**src/shared/usb_list_regs_pkg.sv**
```systemverilog
// Offsets, field positions, reset values and timing for the list and frame register bank.
// Assumes an 8-bit word-aligned byte address and a 100 MHz register clock.
package usb_list_regs_pkg;

  // Register byte offsets
  localparam logic [7:0] OFS_IRQ_STATUS   = 8'h00;
  localparam logic [7:0] OFS_IRQ_ENABLE   = 8'h04;
  localparam logic [7:0] OFS_IRQ_EN_CLEAR = 8'h08;
  localparam logic [7:0] OFS_COMM_AREA    = 8'h0c;
  localparam logic [7:0] OFS_PERIODIC_CUR = 8'h10;
  localparam logic [7:0] OFS_CTRL_HEAD    = 8'h14;
  localparam logic [7:0] OFS_CTRL_CUR     = 8'h18;
  localparam logic [7:0] OFS_BULK_HEAD    = 8'h1c;
  localparam logic [7:0] OFS_BULK_CUR     = 8'h20;
  localparam logic [7:0] OFS_DONE_TOP     = 8'h24;
  localparam logic [7:0] OFS_FRAME_CFG    = 8'h28;
  localparam logic [7:0] OFS_FRAME_LEFT   = 8'h2c;
  localparam logic [7:0] OFS_FRAME_NUM    = 8'h30;

  // Interrupt field positions
  localparam int SCHED_OVERRUN_BIT   = 0;
  localparam int COMPLETED_QUEUE_BIT = 1;
  localparam int FRAME_BEGIN_BIT     = 2;
  localparam int RESUME_SEEN_BIT     = 3;
  localparam int FATAL_BUS_BIT       = 4;
  localparam int COUNT_WRAP_BIT      = 5;
  localparam int HUB_CHANGE_BIT      = 6;
  localparam int OWNER_SWITCH_BIT    = 30;
  localparam int MASTER_GATE_BIT     = 31;
  localparam int NUM_EVENTS          = 7;

  // Pointer field layout
  localparam int COMM_AREA_LSB = 8;
  localparam int DESC_PTR_LSB  = 4;

  // Frame interval layout
  localparam int FLIP_BIT       = 31;
  localparam int MAX_PKT_MSB    = 30;
  localparam int MAX_PKT_LSB    = 16;
  localparam int FRAME_LEN_BITS = 14;

  // Reset values
  localparam logic [13:0] FRAME_LEN_RESET = 14'h2edf;
  localparam logic [14:0] MAX_PKT_RESET   = 15'h0000;
  localparam logic [31:0] PTR_RESET       = 32'h0000_0000;

  // Bit-time rate derived from the register clock
  localparam int CLK_RATE_MHZ = 100;
  localparam int BIT_RATE_MHZ = 12;

endpackage : usb_list_regs_pkg

```
**src/usb_host_list_frame_regs.sv**
```systemverilog
// List pointer, interrupt enable and frame timing registers of a USB host controller.
// Assumes a single-cycle register port and a list engine on the same clock.
//
// Contract
// - Overrun interrupt needs its enable and master gate
// - Writing one to enable-clear drops that enable
// - Enable-clear register always reads zero
// - Ownership bit is read-only zero, no effect
// - Comm area base keeps bits 31..8 only
// - Descriptor pointers keep bits 31..4 only
// - Periodic cursor read-only, reset zero, engine-updated
// - Control cursor zeroed when list end empty
// - Bulk cursor zeroed when list end empty
// - Control and bulk heads are plain storage
// - Done top read-only, engine-updated, zero only at reset
// - Frame length field bits 13..0, reset 0x2edf
// - Max packet bits 30..16, read/write, reset zero
// - Read-only count of bit times left
// - Frame start reloads count and copies flip bit
// - Frame counter increments, wraps, sets frame-begin flag
module usb_host_list_frame_regs #(
  parameter int ADDR_W = 8
) (
  input  wire logic              CLK,
  input  wire logic              ARST_N,
  input  wire logic [ADDR_W-1:0] ADDR,
  input  wire logic [31:0]       WR_DATA,
  input  wire logic              WR_STB,
  input  wire logic              RD_STB,
  output logic      [31:0]       RD_DATA,
  input  wire logic              FRAME_RUN,
  input  wire logic              SCHED_OVERRUN,
  input  wire logic              RESUME_SEEN,
  input  wire logic              FATAL_BUS_ERROR,
  input  wire logic              HUB_CHANGE,
  input  wire logic              PERIODIC_WE,
  input  wire logic [31:0]       PERIODIC_ADDR,
  input  wire logic              CTRL_CUR_WE,
  input  wire logic [31:0]       CTRL_CUR_ADDR,
  input  wire logic              CTRL_DRAINED,
  input  wire logic              BULK_CUR_WE,
  input  wire logic [31:0]       BULK_CUR_ADDR,
  input  wire logic              BULK_DRAINED,
  input  wire logic              DONE_WE,
  input  wire logic [31:0]       DONE_ADDR,
  output logic      [31:0]       COMM_AREA,
  output logic      [31:0]       CTRL_HEAD,
  output logic      [31:0]       BULK_HEAD,
  output logic      [31:0]       CTRL_CURSOR,
  output logic      [31:0]       BULK_CURSOR,
  output logic      [31:0]       PERIODIC_CURSOR,
  output logic      [15:0]       FRAME_NUMBER,
  output logic                   FRAME_START,
  output logic                   IRQ
);

  function automatic logic [31:0] desc_ptr(input logic [31:0] v);
    desc_ptr = {v[31:usb_list_regs_pkg::DESC_PTR_LSB], 4'h0};
  endfunction : desc_ptr

  function automatic logic hit(input logic [ADDR_W-1:0] a, input logic [7:0] ofs);
    hit = (a == ADDR_W'(ofs));
  endfunction : hit

  logic [usb_list_regs_pkg::NUM_EVENTS-1:0] irq_status;
  logic [usb_list_regs_pkg::NUM_EVENTS-1:0] irq_enable;
  logic [usb_list_regs_pkg::NUM_EVENTS-1:0] event_set;
  logic                                     master_irq_gate;
  logic [31:0]                              completed_top_addr;
  logic                                     interval_flip;
  logic [14:0]                              max_packet_bits;
  logic [13:0]                              frame_length;
  logic [13:0]                              bit_times_left;
  logic                                     left_count_flip;
  logic [15:0]                              sof_counter;
  logic [6:0]                               bit_acc;
  logic                                     bit_tick;
  logic                                     count_wrap;
  logic [31:0]                              next_rd_data;

  // Register writes
  logic wr_status;
  logic wr_enable;
  logic wr_en_clear;
  assign wr_status   = WR_STB && hit(ADDR, usb_list_regs_pkg::OFS_IRQ_STATUS);
  assign wr_enable   = WR_STB && hit(ADDR, usb_list_regs_pkg::OFS_IRQ_ENABLE);
  assign wr_en_clear = WR_STB && hit(ADDR, usb_list_regs_pkg::OFS_IRQ_EN_CLEAR);

  // Bit-time tick: 12 of every 100 clocks, spread evenly
  always_ff @(posedge CLK or negedge ARST_N) begin
    if (!ARST_N) begin
      bit_acc <= 7'h00;
    end else if (bit_acc >= 7'(usb_list_regs_pkg::CLK_RATE_MHZ
                              - usb_list_regs_pkg::BIT_RATE_MHZ)) begin
      bit_acc <= bit_acc - 7'(usb_list_regs_pkg::CLK_RATE_MHZ
                              - usb_list_regs_pkg::BIT_RATE_MHZ);
    end else begin
      bit_acc <= bit_acc + 7'(usb_list_regs_pkg::BIT_RATE_MHZ);
    end
  end
  assign bit_tick = bit_acc >= 7'(usb_list_regs_pkg::CLK_RATE_MHZ
                                  - usb_list_regs_pkg::BIT_RATE_MHZ);

  // Frame starts when the count has run out
  assign FRAME_START = FRAME_RUN && bit_tick && (bit_times_left == 14'h0000);
  // Wrap flag follows counter bit 15, so it sets twice per full count
  assign count_wrap  = FRAME_START && (sof_counter[14:0] == 15'h7fff);

  // Remaining-time counter; the length is sampled only at reload
  always_ff @(posedge CLK or negedge ARST_N) begin
    if (!ARST_N) begin
      bit_times_left  <= 14'h0000;
      left_count_flip <= 1'b0;
    end else if (!FRAME_RUN) begin
      bit_times_left  <= 14'h0000;
    end else if (FRAME_START) begin
      bit_times_left  <= frame_length;
      left_count_flip <= interval_flip;
    end else if (bit_tick) begin
      bit_times_left  <= bit_times_left - 14'h0001;
    end
  end

  // Frame counter wraps naturally at 16 bits
  always_ff @(posedge CLK or negedge ARST_N) begin
    if (!ARST_N) begin
      sof_counter <= 16'h0000;
    end else if (FRAME_START) begin
      sof_counter <= sof_counter + 16'h0001;
    end
  end
  assign FRAME_NUMBER = sof_counter;

  // Sticky events; a set in the clearing cycle wins
  always_comb begin
    event_set = '0;
    event_set[usb_list_regs_pkg::SCHED_OVERRUN_BIT]   = SCHED_OVERRUN;
    event_set[usb_list_regs_pkg::COMPLETED_QUEUE_BIT] = DONE_WE;
    event_set[usb_list_regs_pkg::FRAME_BEGIN_BIT]     = FRAME_START;
    event_set[usb_list_regs_pkg::RESUME_SEEN_BIT]     = RESUME_SEEN;
    event_set[usb_list_regs_pkg::FATAL_BUS_BIT]       = FATAL_BUS_ERROR;
    event_set[usb_list_regs_pkg::COUNT_WRAP_BIT]      = count_wrap;
    event_set[usb_list_regs_pkg::HUB_CHANGE_BIT]      = HUB_CHANGE;
  end

  always_ff @(posedge CLK or negedge ARST_N) begin
    if (!ARST_N) begin
      irq_status <= '0;
    end else begin
      irq_status <= (irq_status & ~(wr_status ? WR_DATA[6:0] : 7'h00)) | event_set;
    end
  end

  // Enables: set through one offset, dropped through the clear offset
  always_ff @(posedge CLK or negedge ARST_N) begin
    if (!ARST_N) begin
      irq_enable      <= '0;
      master_irq_gate <= 1'b0;
    end else if (wr_enable) begin
      irq_enable      <= irq_enable | WR_DATA[6:0];
      master_irq_gate <= master_irq_gate | WR_DATA[usb_list_regs_pkg::MASTER_GATE_BIT];
    end else if (wr_en_clear) begin
      irq_enable      <= irq_enable & ~WR_DATA[6:0];
      master_irq_gate <= master_irq_gate
                         & ~WR_DATA[usb_list_regs_pkg::MASTER_GATE_BIT];
    end
  end

  // Level interrupt, gated by the master enable
  always_ff @(posedge CLK or negedge ARST_N) begin
    if (!ARST_N) begin
      IRQ <= 1'b0;
    end else begin
      IRQ <= master_irq_gate && |(next_status() & irq_enable);
    end
  end

  function automatic logic [6:0] next_status();
    next_status = irq_status;
  endfunction : next_status

  // Software-owned pointers and frame configuration
  always_ff @(posedge CLK or negedge ARST_N) begin
    if (!ARST_N) begin
      COMM_AREA       <= usb_list_regs_pkg::PTR_RESET;
      CTRL_HEAD       <= usb_list_regs_pkg::PTR_RESET;
      BULK_HEAD       <= usb_list_regs_pkg::PTR_RESET;
      interval_flip   <= 1'b0;
      max_packet_bits <= usb_list_regs_pkg::MAX_PKT_RESET;
      frame_length    <= usb_list_regs_pkg::FRAME_LEN_RESET;
    end else if (WR_STB) begin
      if (hit(ADDR, usb_list_regs_pkg::OFS_COMM_AREA)) begin
        COMM_AREA <= {WR_DATA[31:usb_list_regs_pkg::COMM_AREA_LSB], 8'h00};
      end
      if (hit(ADDR, usb_list_regs_pkg::OFS_CTRL_HEAD)) begin
        CTRL_HEAD <= desc_ptr(WR_DATA);
      end
      if (hit(ADDR, usb_list_regs_pkg::OFS_BULK_HEAD)) begin
        BULK_HEAD <= desc_ptr(WR_DATA);
      end
      if (hit(ADDR, usb_list_regs_pkg::OFS_FRAME_CFG)) begin
        interval_flip   <= WR_DATA[usb_list_regs_pkg::FLIP_BIT];
        max_packet_bits <= WR_DATA[usb_list_regs_pkg::MAX_PKT_MSB:
                                   usb_list_regs_pkg::MAX_PKT_LSB];
        frame_length    <= WR_DATA[13:0];
      end
    end
  end

  // Cursors: the engine wins over a software write in the same cycle
  always_ff @(posedge CLK or negedge ARST_N) begin
    if (!ARST_N) begin
      CTRL_CURSOR <= usb_list_regs_pkg::PTR_RESET;
    end else if (CTRL_DRAINED) begin
      CTRL_CURSOR <= usb_list_regs_pkg::PTR_RESET;
    end else if (CTRL_CUR_WE) begin
      CTRL_CURSOR <= desc_ptr(CTRL_CUR_ADDR);
    end else if (WR_STB && hit(ADDR, usb_list_regs_pkg::OFS_CTRL_CUR)) begin
      CTRL_CURSOR <= desc_ptr(WR_DATA);
    end
  end

  always_ff @(posedge CLK or negedge ARST_N) begin
    if (!ARST_N) begin
      BULK_CURSOR <= usb_list_regs_pkg::PTR_RESET;
    end else if (BULK_DRAINED) begin
      BULK_CURSOR <= usb_list_regs_pkg::PTR_RESET;
    end else if (BULK_CUR_WE) begin
      BULK_CURSOR <= desc_ptr(BULK_CUR_ADDR);
    end else if (WR_STB && hit(ADDR, usb_list_regs_pkg::OFS_BULK_CUR)) begin
      BULK_CURSOR <= desc_ptr(WR_DATA);
    end
  end

  // Engine-only pointers; software writes have no effect
  always_ff @(posedge CLK or negedge ARST_N) begin
    if (!ARST_N) begin
      PERIODIC_CURSOR <= usb_list_regs_pkg::PTR_RESET;
    end else if (PERIODIC_WE) begin
      PERIODIC_CURSOR <= desc_ptr(PERIODIC_ADDR);
    end
  end

  always_ff @(posedge CLK or negedge ARST_N) begin
    if (!ARST_N) begin
      completed_top_addr <= usb_list_regs_pkg::PTR_RESET;
    end else if (DONE_WE) begin
      completed_top_addr <= desc_ptr(DONE_ADDR);
    end
  end

  // Read mux; unmapped and reserved bits read zero
  always_comb begin
    next_rd_data = 32'h0000_0000;
    if (RD_STB) begin
      if (hit(ADDR, usb_list_regs_pkg::OFS_IRQ_STATUS)) begin
        next_rd_data[6:0] = irq_status;
      end else if (hit(ADDR, usb_list_regs_pkg::OFS_IRQ_ENABLE)) begin
        next_rd_data[6:0] = irq_enable;
        next_rd_data[usb_list_regs_pkg::MASTER_GATE_BIT] = master_irq_gate;
      end else if (hit(ADDR, usb_list_regs_pkg::OFS_IRQ_EN_CLEAR)) begin
        next_rd_data = 32'h0000_0000;
      end else if (hit(ADDR, usb_list_regs_pkg::OFS_COMM_AREA)) begin
        next_rd_data = COMM_AREA;
      end else if (hit(ADDR, usb_list_regs_pkg::OFS_PERIODIC_CUR)) begin
        next_rd_data = PERIODIC_CURSOR;
      end else if (hit(ADDR, usb_list_regs_pkg::OFS_CTRL_HEAD)) begin
        next_rd_data = CTRL_HEAD;
      end else if (hit(ADDR, usb_list_regs_pkg::OFS_CTRL_CUR)) begin
        next_rd_data = CTRL_CURSOR;
      end else if (hit(ADDR, usb_list_regs_pkg::OFS_BULK_HEAD)) begin
        next_rd_data = BULK_HEAD;
      end else if (hit(ADDR, usb_list_regs_pkg::OFS_BULK_CUR)) begin
        next_rd_data = BULK_CURSOR;
      end else if (hit(ADDR, usb_list_regs_pkg::OFS_DONE_TOP)) begin
        next_rd_data = completed_top_addr;
      end else if (hit(ADDR, usb_list_regs_pkg::OFS_FRAME_CFG)) begin
        next_rd_data = {interval_flip, max_packet_bits, 2'b00, frame_length};
      end else if (hit(ADDR, usb_list_regs_pkg::OFS_FRAME_LEFT)) begin
        next_rd_data = {left_count_flip, 17'h00000, bit_times_left};
      end else if (hit(ADDR, usb_list_regs_pkg::OFS_FRAME_NUM)) begin
        next_rd_data = {16'h0000, sof_counter};
      end
    end
  end

  always_ff @(posedge CLK or negedge ARST_N) begin
    if (!ARST_N) begin
      RD_DATA <= 32'h0000_0000;
    end else begin
      RD_DATA <= next_rd_data;
    end
  end
endmodule : usb_host_list_frame_regs

```
**config.mk**
```make
export PLATFORM = sky130hd
export DESIGN_NAME = usb_host_list_frame_regs
export DESIGN_NICKNAME = d
export VERILOG_FILES = /design/src/shared/usb_list_regs_pkg.sv /design/src/usb_host_list_frame_regs.sv
export SDC_FILE = /design/constraint.sdc
export NUM_CORES = 1
export LEC_CHECK = 0
export BUFFER_PORTS_ARGS = -buffer_cell sky130_fd_sc_hd__buf_2
export CORE_AREA = 2 2 181 183
export CTS_CLUSTER_DIAMETER = 30
export DETAILED_ROUTE_END_ITERATION = 10
export DIE_AREA = 0 0 183 185
export PLACE_DENSITY = 0.82
export SYNTH_ARGS = -nofsm -noshare
export SYNTH_HDL_FRONTEND = slang
export SYNTH_SLANG_ARGS = --single-unit
```
**constraint.sdc**
```tcl
create_clock -name CLK -period 2.7 [get_ports CLK]
set_clock_uncertainty 0.1 [all_clocks]
set_input_delay 0.135 -clock CLK [delete_from_list [all_inputs] [get_ports CLK]]
set_output_delay 0.135 -clock CLK [all_outputs]
set_load 0.005 [all_outputs]
```
# --- Word-level counts from Yosys, hierarchy flattened ---
# Index checks and enable logic that the tools add are counted.
totals:
  register_bits: 316
  latch_bits: 0
  ramBits: 0
  romBits: 0
  wordCells: 100
  mem_count: 0
classes:
  n_addsub: 4
  n_mul: 0
  n_div: 0
  n_lt_le_gt_ge: 1
  eq_ne: 14
  shifts: 0
  n_mux: 32
  n_bitwise: 10
  n_reduce_logical: 20
op_table:
  columns: ["operator", "n"]
  rows:
  - ["two-way mux 32 bit", 17]
  - ["two-way mux 14 bit", 3]
  - ["two-way mux 7 bit", 6]
  - ["== test 8 x 6 -> 1 bit (second input constant)", 5]
  - ["== test 8 x 5 -> 1 bit (second input constant)", 4]
  - ["two-way mux 25 bit", 1]
  - ["two-way mux 24 bit", 1]
  - ["bitwise AND 7 bit", 3]
  - ["adder 16 x 1 -> 16 bit (second input constant)", 1]
  - ["== test 8 x 4 -> 1 bit (second input constant)", 2]
  - ["two-way mux 16 bit", 1]
  - ["== test 15 bit (second input constant)", 1]
  - ["zero test 14 bit", 1]
  - ["NOT 7 bit", 2]
  - ["OR 7 bit", 2]
  - ["subtractor 14 x 1 -> 14 bit (second input constant)", 1]
  - ["AND reduction 2 bit", 5]
  - ["logical AND 1 bit", 9]
  - ["== test 8 x 3 -> 1 bit (second input constant)", 1]
  - ["zero test 8 bit", 1]
  - ["adder 7 x 4 -> 7 bit (second input constant)", 1]
  - ["greater-or-equal comparator 7 bit (second input constant)", 1]
  - ["OR reduction 7 bit", 1]
  - ["subtractor 7 bit (second input constant)", 1]
  - ["other kinds (7)", 10]

# --- Depth between registers and ports, before layout ---
# Gate-level depths: netlist (run 1).
depth:
  depth_word: 15
  ltp_mapped: 8
  mapped_depth_nobuf: 7

# --- Worst setup path after synthesis (run 1) ---
# OpenSTA, ideal clock, no wires.
synth_path:
  path_kind: "register to register"
  start: "register bit_times_left[11]"
  end: "register sof_counter[1], in the netlist FRAME_NUMBER[1]"
  t_arrival_ns: 2.397
  path_slack_ns: 0.078
  stages_incl_launch_ff: 6
  synth_period_minus_slack_ns: 2.622
  cell_sequence: "dfrtp_1 -> or4_4 -> or4_4 -> nor3_2 -> buf_2 -> mux2_2"
synth_via:
  elab_chain_cells: 2
synth_lines:
  columns: ["item", "line_no", "text"]
  rows:
  - ["start: declaration", "usb_host_list_frame_regs.sv:73", "logic [13:0] bit_times_left;"]
  - ["start signal: assignment", "usb_host_list_frame_regs.sv:117", "bit_times_left <= frame_length;"]
  - ["start signal: assignment", "usb_host_list_frame_regs.sv:120", "bit_times_left <= bit_times_left - 14'h0001;"]
  - ["zero test 14 bit", "usb_host_list_frame_regs.sv:105", "assign FRAME_START = FRAME_RUN && bit_tick && (bit_times_left == 14'h0000);"]
  - ["logical AND 1 bit", "usb_host_list_frame_regs.sv:105", null]
  - ["end signal: assignment", "usb_host_list_frame_regs.sv:129", "sof_counter <= sof_counter + 16'h0001;"]
  - ["end: declaration", "usb_host_list_frame_regs.sv:75", "logic [15:0] sof_counter;"]
# No other way between the ends.
# A chain may end at the register's enable or synchronous reset.

# --- Worst setup path in the final report (run 1) ---
layout_path:
  start: "register bit_times_left[7]"
  end: "output port FRAME_START"
layout_via:
  elab_chain_cells: 2
layout_lines:
  columns: ["item", "line_no", "text"]
  rows:
  - ["zero test 14 bit", "usb_host_list_frame_regs.sv:105", null]
  - ["logical AND 1 bit", "usb_host_list_frame_regs.sv:105", null]
  - ["end: declaration", "usb_host_list_frame_regs.sv:53", "output logic FRAME_START,"]
# No other way between the ends.

==> flow_summary.json, run 1 <==
{
  "synth_common_cells": "dfrtp_1 (295), mux2_2 (242), nand2_1 (104)",
  "fmax_ghz": 0.370,
  "cts_sinks": 306,
  "synthToLayoutAreaGrowth_pct": 47.8,
  "synth_cell_type_count": 67,
  "dpl_cell_area_sq_mm": 0.0178,
  "cts_buffers": 73,
  "synthFlopType": "dfrtp_1",
  "ir_drop_mv": 0.514,
  "finalCriticalPeriod_ns": 2.70,
  "vias_per_cell": 6.11,
  "cts_tree": "yes",
  "core_region_area_sq_mm": 0.0320,
  "seq_area_sq_mm": 0.00767,
  "drcViolationCount": 0,
  "status": "finished, violations left",
  "grt_setup_unrepaired": "yes",
  "yosysSeqAreaShare_pct": 50.6,
  "die_w_um": 183,
  "synth_edf_count": 0,
  "slew_headroom_pct": 33.8,
  "fin_ws_ns": -0.00400,
  "synth_area_sq_mm": 0.0152,
  "async_reset_ff_share_pct": 100,
  "postLayoutCellArea_sq_mm": 0.0224,
  "clkTransAtPathRegs_ns": 0.05,
  "p_leak_nw": 11.1,
  "p_per_area_mw_per_mm2": 707,
  "hold_path.class": "in -> reg",
  "cpMaxStageDelayCell": "or4_4",
  "cts.path.max_buffers": 3,
  "path_cells": "or4_4 > or4_4 > nor3_4 > buf_12 > buf_6",
  "detail_route.wl_per_cell_um": 25.8,
  "slowest_delay_ns": 0.54,
  "dp.cells": 2065,
  "violations": "setup timing",
  "crit_top_cell": "or4_4",
  "ys_seq_elements": 306,
  "fin_util_pct": 70.0,
  "crit_required_ns": 2.47,
  "cts_max_level": 3,
  "yosysTopAreaCellShare_pct": 48.7,
  "gp_congestion": 0.948,
  "drt_first_pass_iters": 6,
  "vias": 14713,
  "multi_input_area_sq_mm": 0.00708,
  "avgSynthCellArea_sq_um": 11.6,
  "arrival_ns": 2.47,
  "crit_path_end_kind": "output port",
  "drt_iter0_markers": 1400,
  "synth_most_common_cell": "dfrtp_1",
  "die_y_um": 185,
  "syn_inst": 1303,
  "path_buf_inv": 2,
  "drive_gt1_share_pct": 43.0,
  "stdcell_count": 2408,
  "rows": 66,
  "grt_start_max_net_pins": 138,
  "crit_type": "reg -> out",
  "fillCellCount": 2098,
  "ant_nets": 0,
  "worstPathMaxFanout": 3,
  "fp.dieArea_sq_mm": 0.0339,
  "yosysTopAreaCell": "dfrtp_1",
  "overflow": 0,
  "worst_pin_slew_ns": 0.994,
  "dp_hpwl_mm": 38.2,
  "antenna_found_initial": 8,
  "cp_top_family": "simple AND/OR/NAND/NOR gates",
  "start_util_pct": 47.3,
  "io_buffer_count": 380,
  "clk_latency_ns": 0.58,
  "ys_top_cells_by_area": "dfrtp_1 (49%), mux2_2 (18%), mux2i_1 (5.5%)",
  "worstSetupStartpointType": "register",
  "nets": 2125,
  "io_pins": 425,
  "yosysWarnings": 0,
  "wl_mm": 62.2,
  "hold_viol": 0,
  "grt_first_pass_wirelength_mm": 92.2,
  "drv_cap": 0,
  "grt_pass1_vias": 15382,
  "grt_use_total_pct": 36.3,
  "setup_violations": 1,
  "slew_violations": 0,
  "cts_root_buf": "clkbuf_16",
  "period_share_pct": 100
}
-- cell type report --
class	instances	area share [%]
well taps	408	2.28
clock buffers	95	9.19
flip-flops and latches	306	34.2
repair buffers	642	20.1
clock inverters	37	2.26
multi-input cells	895	31.6
diodes	7	0.0781
inverters	18	0.301
-- stage by stage --
step	power [W]	TNS, ns	worst slack [ns]	hold slack [ns]
detailed placement	0.00636	0	0.0535	-0.154
CTS	0.0158	-0.000388	-0.000388	0.0258
finish	0.0158	-0.00400	-0.00400	0.0518
global placement	0.00630	0	0.121	-0.153
global route	0.0162	-0.0790	-0.0596	0.0656
floorplan	0.00567	0	0.0780	-0.261
-- registers in the layout (all words and copies together) (netlist names), named ones only --
signal              count
RD_DATA                32
BULK_CURSOR            28
BULK_HEAD              28
CTRL_CURSOR            28
CTRL_HEAD              28
PERIODIC_CURSOR        28
completed_top_addr     28
COMM_AREA              24
FRAME_NUMBER           16
max_packet_bits        15
bit_times_left         14
frame_length           14
irq_status              7
bit_acc                 5
IRQ                     1
interval_flip           1
left_count_flip         1
-- kinds of logic after synthesis --
family                   count (synthesis)  synth area share [%]
adder cells (fa/ha/maj)                  6                 0.495
multiplexers                           331                  24.2
AO/OA/AOI/OAI                          225                  10.4
AND/OR/NAND/NOR                        286                  9.14
other                                    1                0.0247
XOR/XNOR                                19                  1.10
flip-flops                             306                  50.6
buffers and inverters                  129                  4.00
-- worst register-to-register path, stage by stage, from the launching register on --
cell     delay [ns]
dfrtp_1        0.37
or4_4          0.54
or4_4          0.53
buf_4          0.16
nor3_1         0.36
buf_4          0.20
nand3_1        0.10
xnor2_1        0.16
-- routing by layer --
layer	wire, um	vias to the layer above	GRT usage [%]
met4	4400	4	24.8
met1	22100	7227	42.4
met3	6210	308	9.38
li1	-	6042	-
met5	23	-	0
met2	29500	1132	58.9
-- power by group --
| group | internal [W] | total [W] | switching (W) |
|---|---|---|---|
| Combinational | 0.000794 | 0.00157 | 0.000779 |
| Sequential | 0.00484 | 0.00507 | 0.000222 |
| Clock | 0.00632 | 0.00921 | 0.00288 |
| Total | 0.0120 | 0.0158 | 0.00388 |
-- repair_timing --
item,CTS,global route
gates resized for setup,3,0
gates cloned,1,0
setup endpoints to repair,1,4
setup buffers,6,0
endpoints found under the hold margin,560,0
pin swaps,3,1
hold buffers,197,0
-- cell usage in the layout, fill, tap and decap left out, types with 8 or more instances in the layout --
master / count
a21o_1: 8
o21ai_0: 55
nor3_1: 9
a32oi_1: 9
xor2_1: 8
nand4_1: 8
mux2_2: 242
a222oi_1: 16
inv_1: 17
bufinv_16: 10
dfstp_2: 11
clkinvlp_4: 15
clkbuf_16: 74
mux2i_1: 84
dlygate4sd3_1: 197
nand2_1: 103
buf_12: 8
nand3_1: 16
a22o_1: 35
a22oi_1: 11
dfrtp_1: 295
clkbuf_8: 13
clkbuf_1: 8
buf_4: 57
conb_1: 28
buf_2: 377
nor2_1: 75
nand2b_1: 12
xnor2_1: 11
a21oi_1: 36
-- worst paths after layout --
path | start | end | slack [ns] | cells after the start
worst max-delay path | bit_times_left[7]$_DFFE_PN0P_ | FRAME_START | -0.004 | 5
worst min-delay path | ADDR[6] | RD_DATA[5]$_DFF_PN0_ | 0.05 | 4
worst max register to register | bit_times_left[7]$_DFFE_PN0P_ | FRAME_NUMBER[10]$_DFFE_PN0P_ | 0.06 | 7
worst min register to register | max_packet_bits[9]$_DFFE_PN0P_ | max_packet_bits[9]$_DFFE_PN0P_ | 0.40 | 1
max in group asynchronous | ARST_N | BULK_CURSOR[20]$_DFFE_PN0P_ | 1.66 | 3
min in group asynchronous | ARST_N | async pin | 0.10 | 3
Note: power is estimated with default switching activity, not from simulation.
==> run 2, diff against run 1 <==
--- a/config.mk
+++ b/config.mk
@@ -6,11 +6,13 @@
 export NUM_CORES = 1
 export LEC_CHECK = 0
 export BUFFER_PORTS_ARGS = -buffer_cell sky130_fd_sc_hd__buf_2
-export CORE_AREA = 2 2 181 183
+export CORE_AREA = 2 2 187 189
 export CTS_CLUSTER_DIAMETER = 30
+export CTS_CLUSTER_SIZE = 30
 export DETAILED_ROUTE_END_ITERATION = 10
-export DIE_AREA = 0 0 183 185
-export PLACE_DENSITY = 0.82
+export DIE_AREA = 0 0 189 191
+export PLACE_DENSITY = 0.78
+export RECOVER_POWER = 25
 export SYNTH_ARGS = -nofsm -noshare
 export SYNTH_HDL_FRONTEND = slang
 export SYNTH_SLANG_ARGS = --single-unit
==> run 2 against run 1 <==
The run ends with capacitance limit, slew limit left; design area down 0.64%; utilization decreased by 4.7 points; register-to-register slack gained 0.04 ns; critical path type unchanged.
==> flow_summary.json, run 2 (synthesis gave the netlist of run 1 again) <==
{
  "status": "finished, violations left",
  "violations": "capacitance limit, slew limit",
  "period_share_pct": 98.1,
  "final_common_cell": "buf_2",
  "hold_path.class": "in -> reg",
  "p_per_area_mw_per_mm2": 695,
  "slew_headroom_pct": -50.6,
  "final_cell_mix": "buf_2 (375), dfrtp_1 (295), mux2_2 (239)",
  "hold_viol": 0,
  "drt_first_pass_iters": 6,
  "crit_required_ns": 2.47,
  "whs_ns": 0.0307,
  "nets": 2120,
  "dp.cells": 2114,
  "detail_route.wl_per_cell_um": 25.0,
  "drv_cap": 2,
  "p_leak_nw": 11.1,
  "slew_violations": 100,
  "seq_area_sq_mm": 0.00767,
  "arrival_ns": 2.41,
  "vias_per_cell": 5.85,
  "finalCriticalPeriod_ns": 2.65,
  "setup_violations": 0,
  "grt_pass1_vias": 15354,
  "drive_gt1_share_pct": 42.7,
  "grt_use_total_pct": 33.6,
  "fmax_ghz": 0.378,
  "stdcell_count": 2452,
  "wl_mm": 61.4,
  "postLayoutCellArea_sq_mm": 0.0223,
  "multi_input_area_sq_mm": 0.00707,
  "fp.dieArea_sq_mm": 0.0361,
  "synthToLayoutAreaGrowth_pct": 46.8,
  "clk_latency_ns": 0.58,
  "dpl_cell_area_sq_mm": 0.0178,
  "overflow": 0,
  "fillCellCount": 2423,
  "worstSetupStartpointType": "register",
  "gp_congestion": 0.928,
  "worst_pin_slew_ns": 2.26,
  "drcViolationCount": 0,
  "core_region_area_sq_mm": 0.0341,
  "ant_nets": 0,
  "crit_path_end_kind": "output port",
  "cts_sinks": 306,
  "crit_type": "reg -> out",
  "cts.path.max_buffers": 3,
  "cts_tree": "yes",
  "die_y_um": 191,
  "clkTransAtPathRegs_ns": 0.05,
  "regMostFlops": "RD_DATA",
  "grt_start_max_net_pins": 75,
  "cts_max_level": 3,
  "worstPathMaxFanout": 4,
  "dp_hpwl_mm": 38.2,
  "drt_iter0_markers": 1165,
  "cts_root_buf": "clkbuf_16",
  "antenna_found_initial": 6,
  "grt_setup_unrepaired": "yes",
  "grt_first_pass_wirelength_mm": 91.0,
  "rows": 68,
  "cts_buffers": 71,
  "start_util_pct": 44.5,
  "io_pins": 425,
  "vias": 14343,
  "fin_util_pct": 65.3,
  "die_w_um": 189,
  "io_buffer_count": 380,
  "largest_reg_flops": 32,
  "ir_drop_mv": 0.592
}
[run 2: repair_timing]
| item | CTS | global route |
|---|---|---|
| hold buffers | 196 | 0 |
| hold endpoints to repair | 555 | 0 |
| setup buffers | 3 | 0 |
| pin swaps | 2 | 0 |
| setup endpoints to repair | 1 | 1 |
| gates resized for setup | 2 | 1 |
[run 2: through the flow]
step,setup TNS (ns),total power [W],setup slack [ns]
2_1_floorplan,0,0.00567,0.0780
5_1_grt,-0.00126,0.0159,-0.00126
3_3_place_gp,0,0.00630,0.118
6_report,0,0.0155,0.0524
3_5_place_dp,0,0.00635,0.0814
4_1_cts,0,0.0154,0.0359
[run 2: layer usage]
metal	global-route usage, %	vias to the layer above	wire length (um)
li1	-	6035	-
met1	37.7	7030	22200
met2	55.1	962	29000
met3	9.82	316	5530
met4	23.7	0	4580
met5	0	-	0
[run 2: final timing paths]
kind,start,cells after the start,slack [ns],end
worst max register to register,bit_times_left[7]$_DFFE_PN0P_,5,0.10,FRAME_NUMBER[13]$_DFFE_PN0P_
worst min register to register,completed_top_addr[4]$_DFFE_PN0P_,1,0.40,completed_top_addr[4]$_DFFE_PN0P_
min in group asynchronous,ARST_N,2,0.57,bit_times_left[0]$_DFFE_PN0P_
worst max-delay path,bit_times_left[7]$_DFFE_PN0P_,5,0.05,FRAME_START
max in group asynchronous,ARST_N,3,0.48,BULK_CURSOR[5]$_DFFE_PN0P_
worst min-delay path,CTRL_CUR_WE,3,0.03,CTRL_CURSOR[31]$_DFFE_PN0P_
[run 2: power breakdown]
part / total (W) / leakage, nW / switching (W) / internal, W
combinational: 0.00154 / 5.89 / 0.000761 / 0.000780
clock: 0.00887 / 1.21 / 0.00289 / 0.00597
sequential: 0.00506 / 3.99 / 0.000222 / 0.00484
total: 0.0155 / 11.1 / 0.00388 / 0.0116
[run 2: critical path, cell delays in order (launching register included)]
cell and delay [ns]:
dfrtp_1 0.37, or4_1 0.55, or4_4 0.54, nor3_4 0.16
buf_6 0.13, buf_6 0.09
[run 2: layout make-up]
type / instances / area share (%)
diodes: 8 / 0.0899
clock buffers: 84 / 8.61
clock inverters: 47 / 2.44
inverters: 18 / 0.303
multi-input cells: 895 / 31.8
flip-flops and latches: 306 / 34.4
well taps: 455 / 2.56
repair buffers: 639 / 19.8
==> run 3, diff against run 2 <==
--- a/config.mk
+++ b/config.mk
@@ -5,12 +5,14 @@
 export SDC_FILE = /design/constraint.sdc
 export NUM_CORES = 1
 export LEC_CHECK = 0
+export ABC_CLOCK_PERIOD_IN_PS = 2700
 export BUFFER_PORTS_ARGS = -buffer_cell sky130_fd_sc_hd__buf_2
 export CORE_AREA = 2 2 187 189
 export CTS_CLUSTER_DIAMETER = 30
 export CTS_CLUSTER_SIZE = 30
 export DETAILED_ROUTE_END_ITERATION = 10
 export DIE_AREA = 0 0 189 191
+export HOLD_SLACK_MARGIN = 0.12
 export PLACE_DENSITY = 0.78
 export RECOVER_POWER = 25
 export SYNTH_ARGS = -nofsm -noshare
==> run 3 against run 2 <==
The flow finishes with violations (capacitance limit, slew limit, setup timing); global-route usage is 2.4 points higher; design area increased by 4.2%; combinational power increased by 10%; hold slack improved by 0.095 ns; clock power increased by 0.5%; flip-flop and latch count is the same; total power up 1.3%; die area unchanged; sequential power barely moved; utilization increased by 2.7 points; first-iteration DRC count grew 23%.
==> flow_summary.json, run 3 (synthesis gave the netlist of run 1 again) <==
{
  "status": "finished, violations left",
  "violations": "capacitance limit, slew limit, setup timing",
  "io_pins": 425,
  "cts_buffers": 71,
  "fin_ws_ns": -0.0758,
  "gp_congestion": 0.928,
  "p_per_area_mw_per_mm2": 676,
  "power.total_w": 0.0157,
  "drv_cap": 1,
  "cts_max_level": 3,
  "path_buf_inv": 5,
  "synthToLayoutAreaGrowth_pct": 52.9,
  "hold_viol": 0,
  "finalCriticalPeriod_ns": 2.78,
  "largest_reg_flops": 32,
  "ir_drop_mv": 0.522,
  "fmax_ghz": 0.360,
  "crit_path_end_kind": "register",
  "final_common_cell": "buf_2",
  "detail_route.wl_per_cell_um": 25.8,
  "cpMaxStageDelayCell": "dlygate4sd3_1",
  "crit_type": "in -> reg",
  "worstSetupStartpointType": "primary input",
  "hold_path.class": "in -> reg",
  "final_cell_mix": "buf_2 (373), dfrtp_1 (295), dlygate4sd3_1 (283)",
  "arrival_ns": 3.14,
  "cts.path.max_buffers": 3,
  "cts_sinks": 306,
  "cts_root_buf": "clkbuf_16",
  "ant_nets": 0,
  "slowest_delay_ns": 0.66,
  "die_w_um": 189,
  "cp_top_family": "buffers and inverters",
  "crit_top_cell": "dlygate4sd3_1",
  "grt_setup_unrepaired": "yes",
  "rows": 68,
  "period_share_pct": 103,
  "p_int_w": 0.0117,
  "path_cells": "dlygate4sd3_1 > clkbuf_4 > nand3_2 > buf_6 > mux2_2 > mux2i_2 > dlygate4sd3_1 > nor2_1 > dlygate4sd3_1",
  "crit_required_ns": 3.06,
  "combPwrFrac_pct": 10.8,
  "r2r_slack_ns": 0.10,
  "worstPathMaxFanout": 12,
  "cts_tree": "yes",
  "regMostFlops": "RD_DATA",
  "p_switching_w": 0.00398,
  "drt_first_pass_iters": 7,
  "grt_pass1_vias": 16067,
  "power.clock.fraction_pct": 56.8,
  "vias_per_cell": 5.94,
  "p_leak_nw": 11.6,
  "nets": 2208,
  "drt_iter0_markers": 1429,
  "setup_tns_ns": -0.0916,
  "clkTransAtPathRegs_ns": 0.05,
  "grt_first_pass_wirelength_mm": 97.1,
  "drive_gt1_share_pct": 41.0,
  "io_buffer_count": 380,
  "p_sw_share_pct": 25.4,
  "core_region_area_sq_mm": 0.0341,
  "multi_input_area_sq_mm": 0.00710,
  "wl_mm": 65.4,
  "pre_cts_slack_ns": 0.0814,
  "fp.dieArea_sq_mm": 0.0361,
  "grt_use_total_pct": 36.0,
  "slew_headroom_pct": -59.8,
  "antenna_found_initial": 6,
  "slew_violations": 34,
  "die_y_um": 191,
  "dp_hpwl_mm": 38.2,
  "fillCellCount": 2316,
  "grt_start_max_net_pins": 75,
  "start_util_pct": 44.5,
  "setup_violations": 3,
  "worst_pin_slew_ns": 2.40,
  "vias": 15072,
  "seq_area_sq_mm": 0.00767,
  "drcViolationCount": 0,
  "clk_latency_ns": 0.58,
  "seqPwrFrac_pct": 32.3,
  "overflow": 0
}
run 3: cell type report:
type	count	share of cell area (%)
Tap cell	455	2.45
Clock buffer	84	8.27
Timing Repair Buffer	727	22.9
Clock inverter	47	2.35
Sequential cell	306	33.1
Antenna cell	6	0.0647
Inverter	18	0.291
Multi-Input combinational cell	895	30.6
run 3: power by group through the flow:
stage | Sequential, W | Combinational (W) | Clock, W
2_1_floorplan | 0.00507 | 0.000606 | 0
3_3_place_gp | 0.00509 | 0.00121 | 0
3_5_place_dp | 0.00511 | 0.00124 | 0
4_1_cts | 0.00505 | 0.00162 | 0.00886
5_1_grt | 0.00509 | 0.00181 | 0.00920
6_report | 0.00507 | 0.00170 | 0.00891
run 3: layer usage:
layer | up-vias | global-route usage [%] | wire [um]
li1 | 6205 | - | -
met1 | 7407 | 41.2 | 23700
met2 | 1117 | 58.7 | 30800
met3 | 343 | 9.80 | 6050
met4 | 0 | 25.2 | 4920
met5 | - | 0 | 0
run 3: stage by stage:
step                util [%]  hold slack, ns  std cells  instance area, sq um
finish                  68.0           0.125       2538                 23200
global route            68.0           0.133       2536                 23200
CTS                     67.9           0.122       2532                 23200
detailed placement      52.2          0.0507       2114                 17800
global placement        52.2          0.0569       2114                 17800
floorplan                  -          -0.261       1330                 15300
run 3: worst register-to-register path, delay by kind of cell (launching register included):
family / cells / cell delay [ns]
simple gates: 4 / 1.84
flops: 1 / 0.41
xor+xnor: 1 / 0.16
run 3: worst paths after layout:
check	startpoint	end	cells after the start
hold reg to reg	completed_top_addr[4]$_DFFE_PN0P_	completed_top_addr[4]$_DFFE_PN0P_	1
max in group asynchronous	ARST_N	PERIODIC_CURSOR[9]$_DFFE_PN0P_	4
hold / removal	ADDR[4]	RD_DATA[13]$_DFF_PN0_	4
setup reg to reg	bit_times_left[11]$_DFFE_PN0P_	FRAME_NUMBER[13]$_DFFE_PN0P_	5
setup / recovery	WR_STB	BULK_CURSOR[30]$_DFFE_PN0P_	9
min in group asynchronous	ARST_N	frame_length[1]$_DFFE_PN1P_	3
run 3: repair_timing:
item | in CTS | in global routing
pin swaps | 2 | 0
resized for setup | 2 | 14
hold endpoints to repair | 562 | 0
buffers inserted | 3 | 0
endpoints found under the setup margin | 1 | 55
hold buffers | 284 | 0
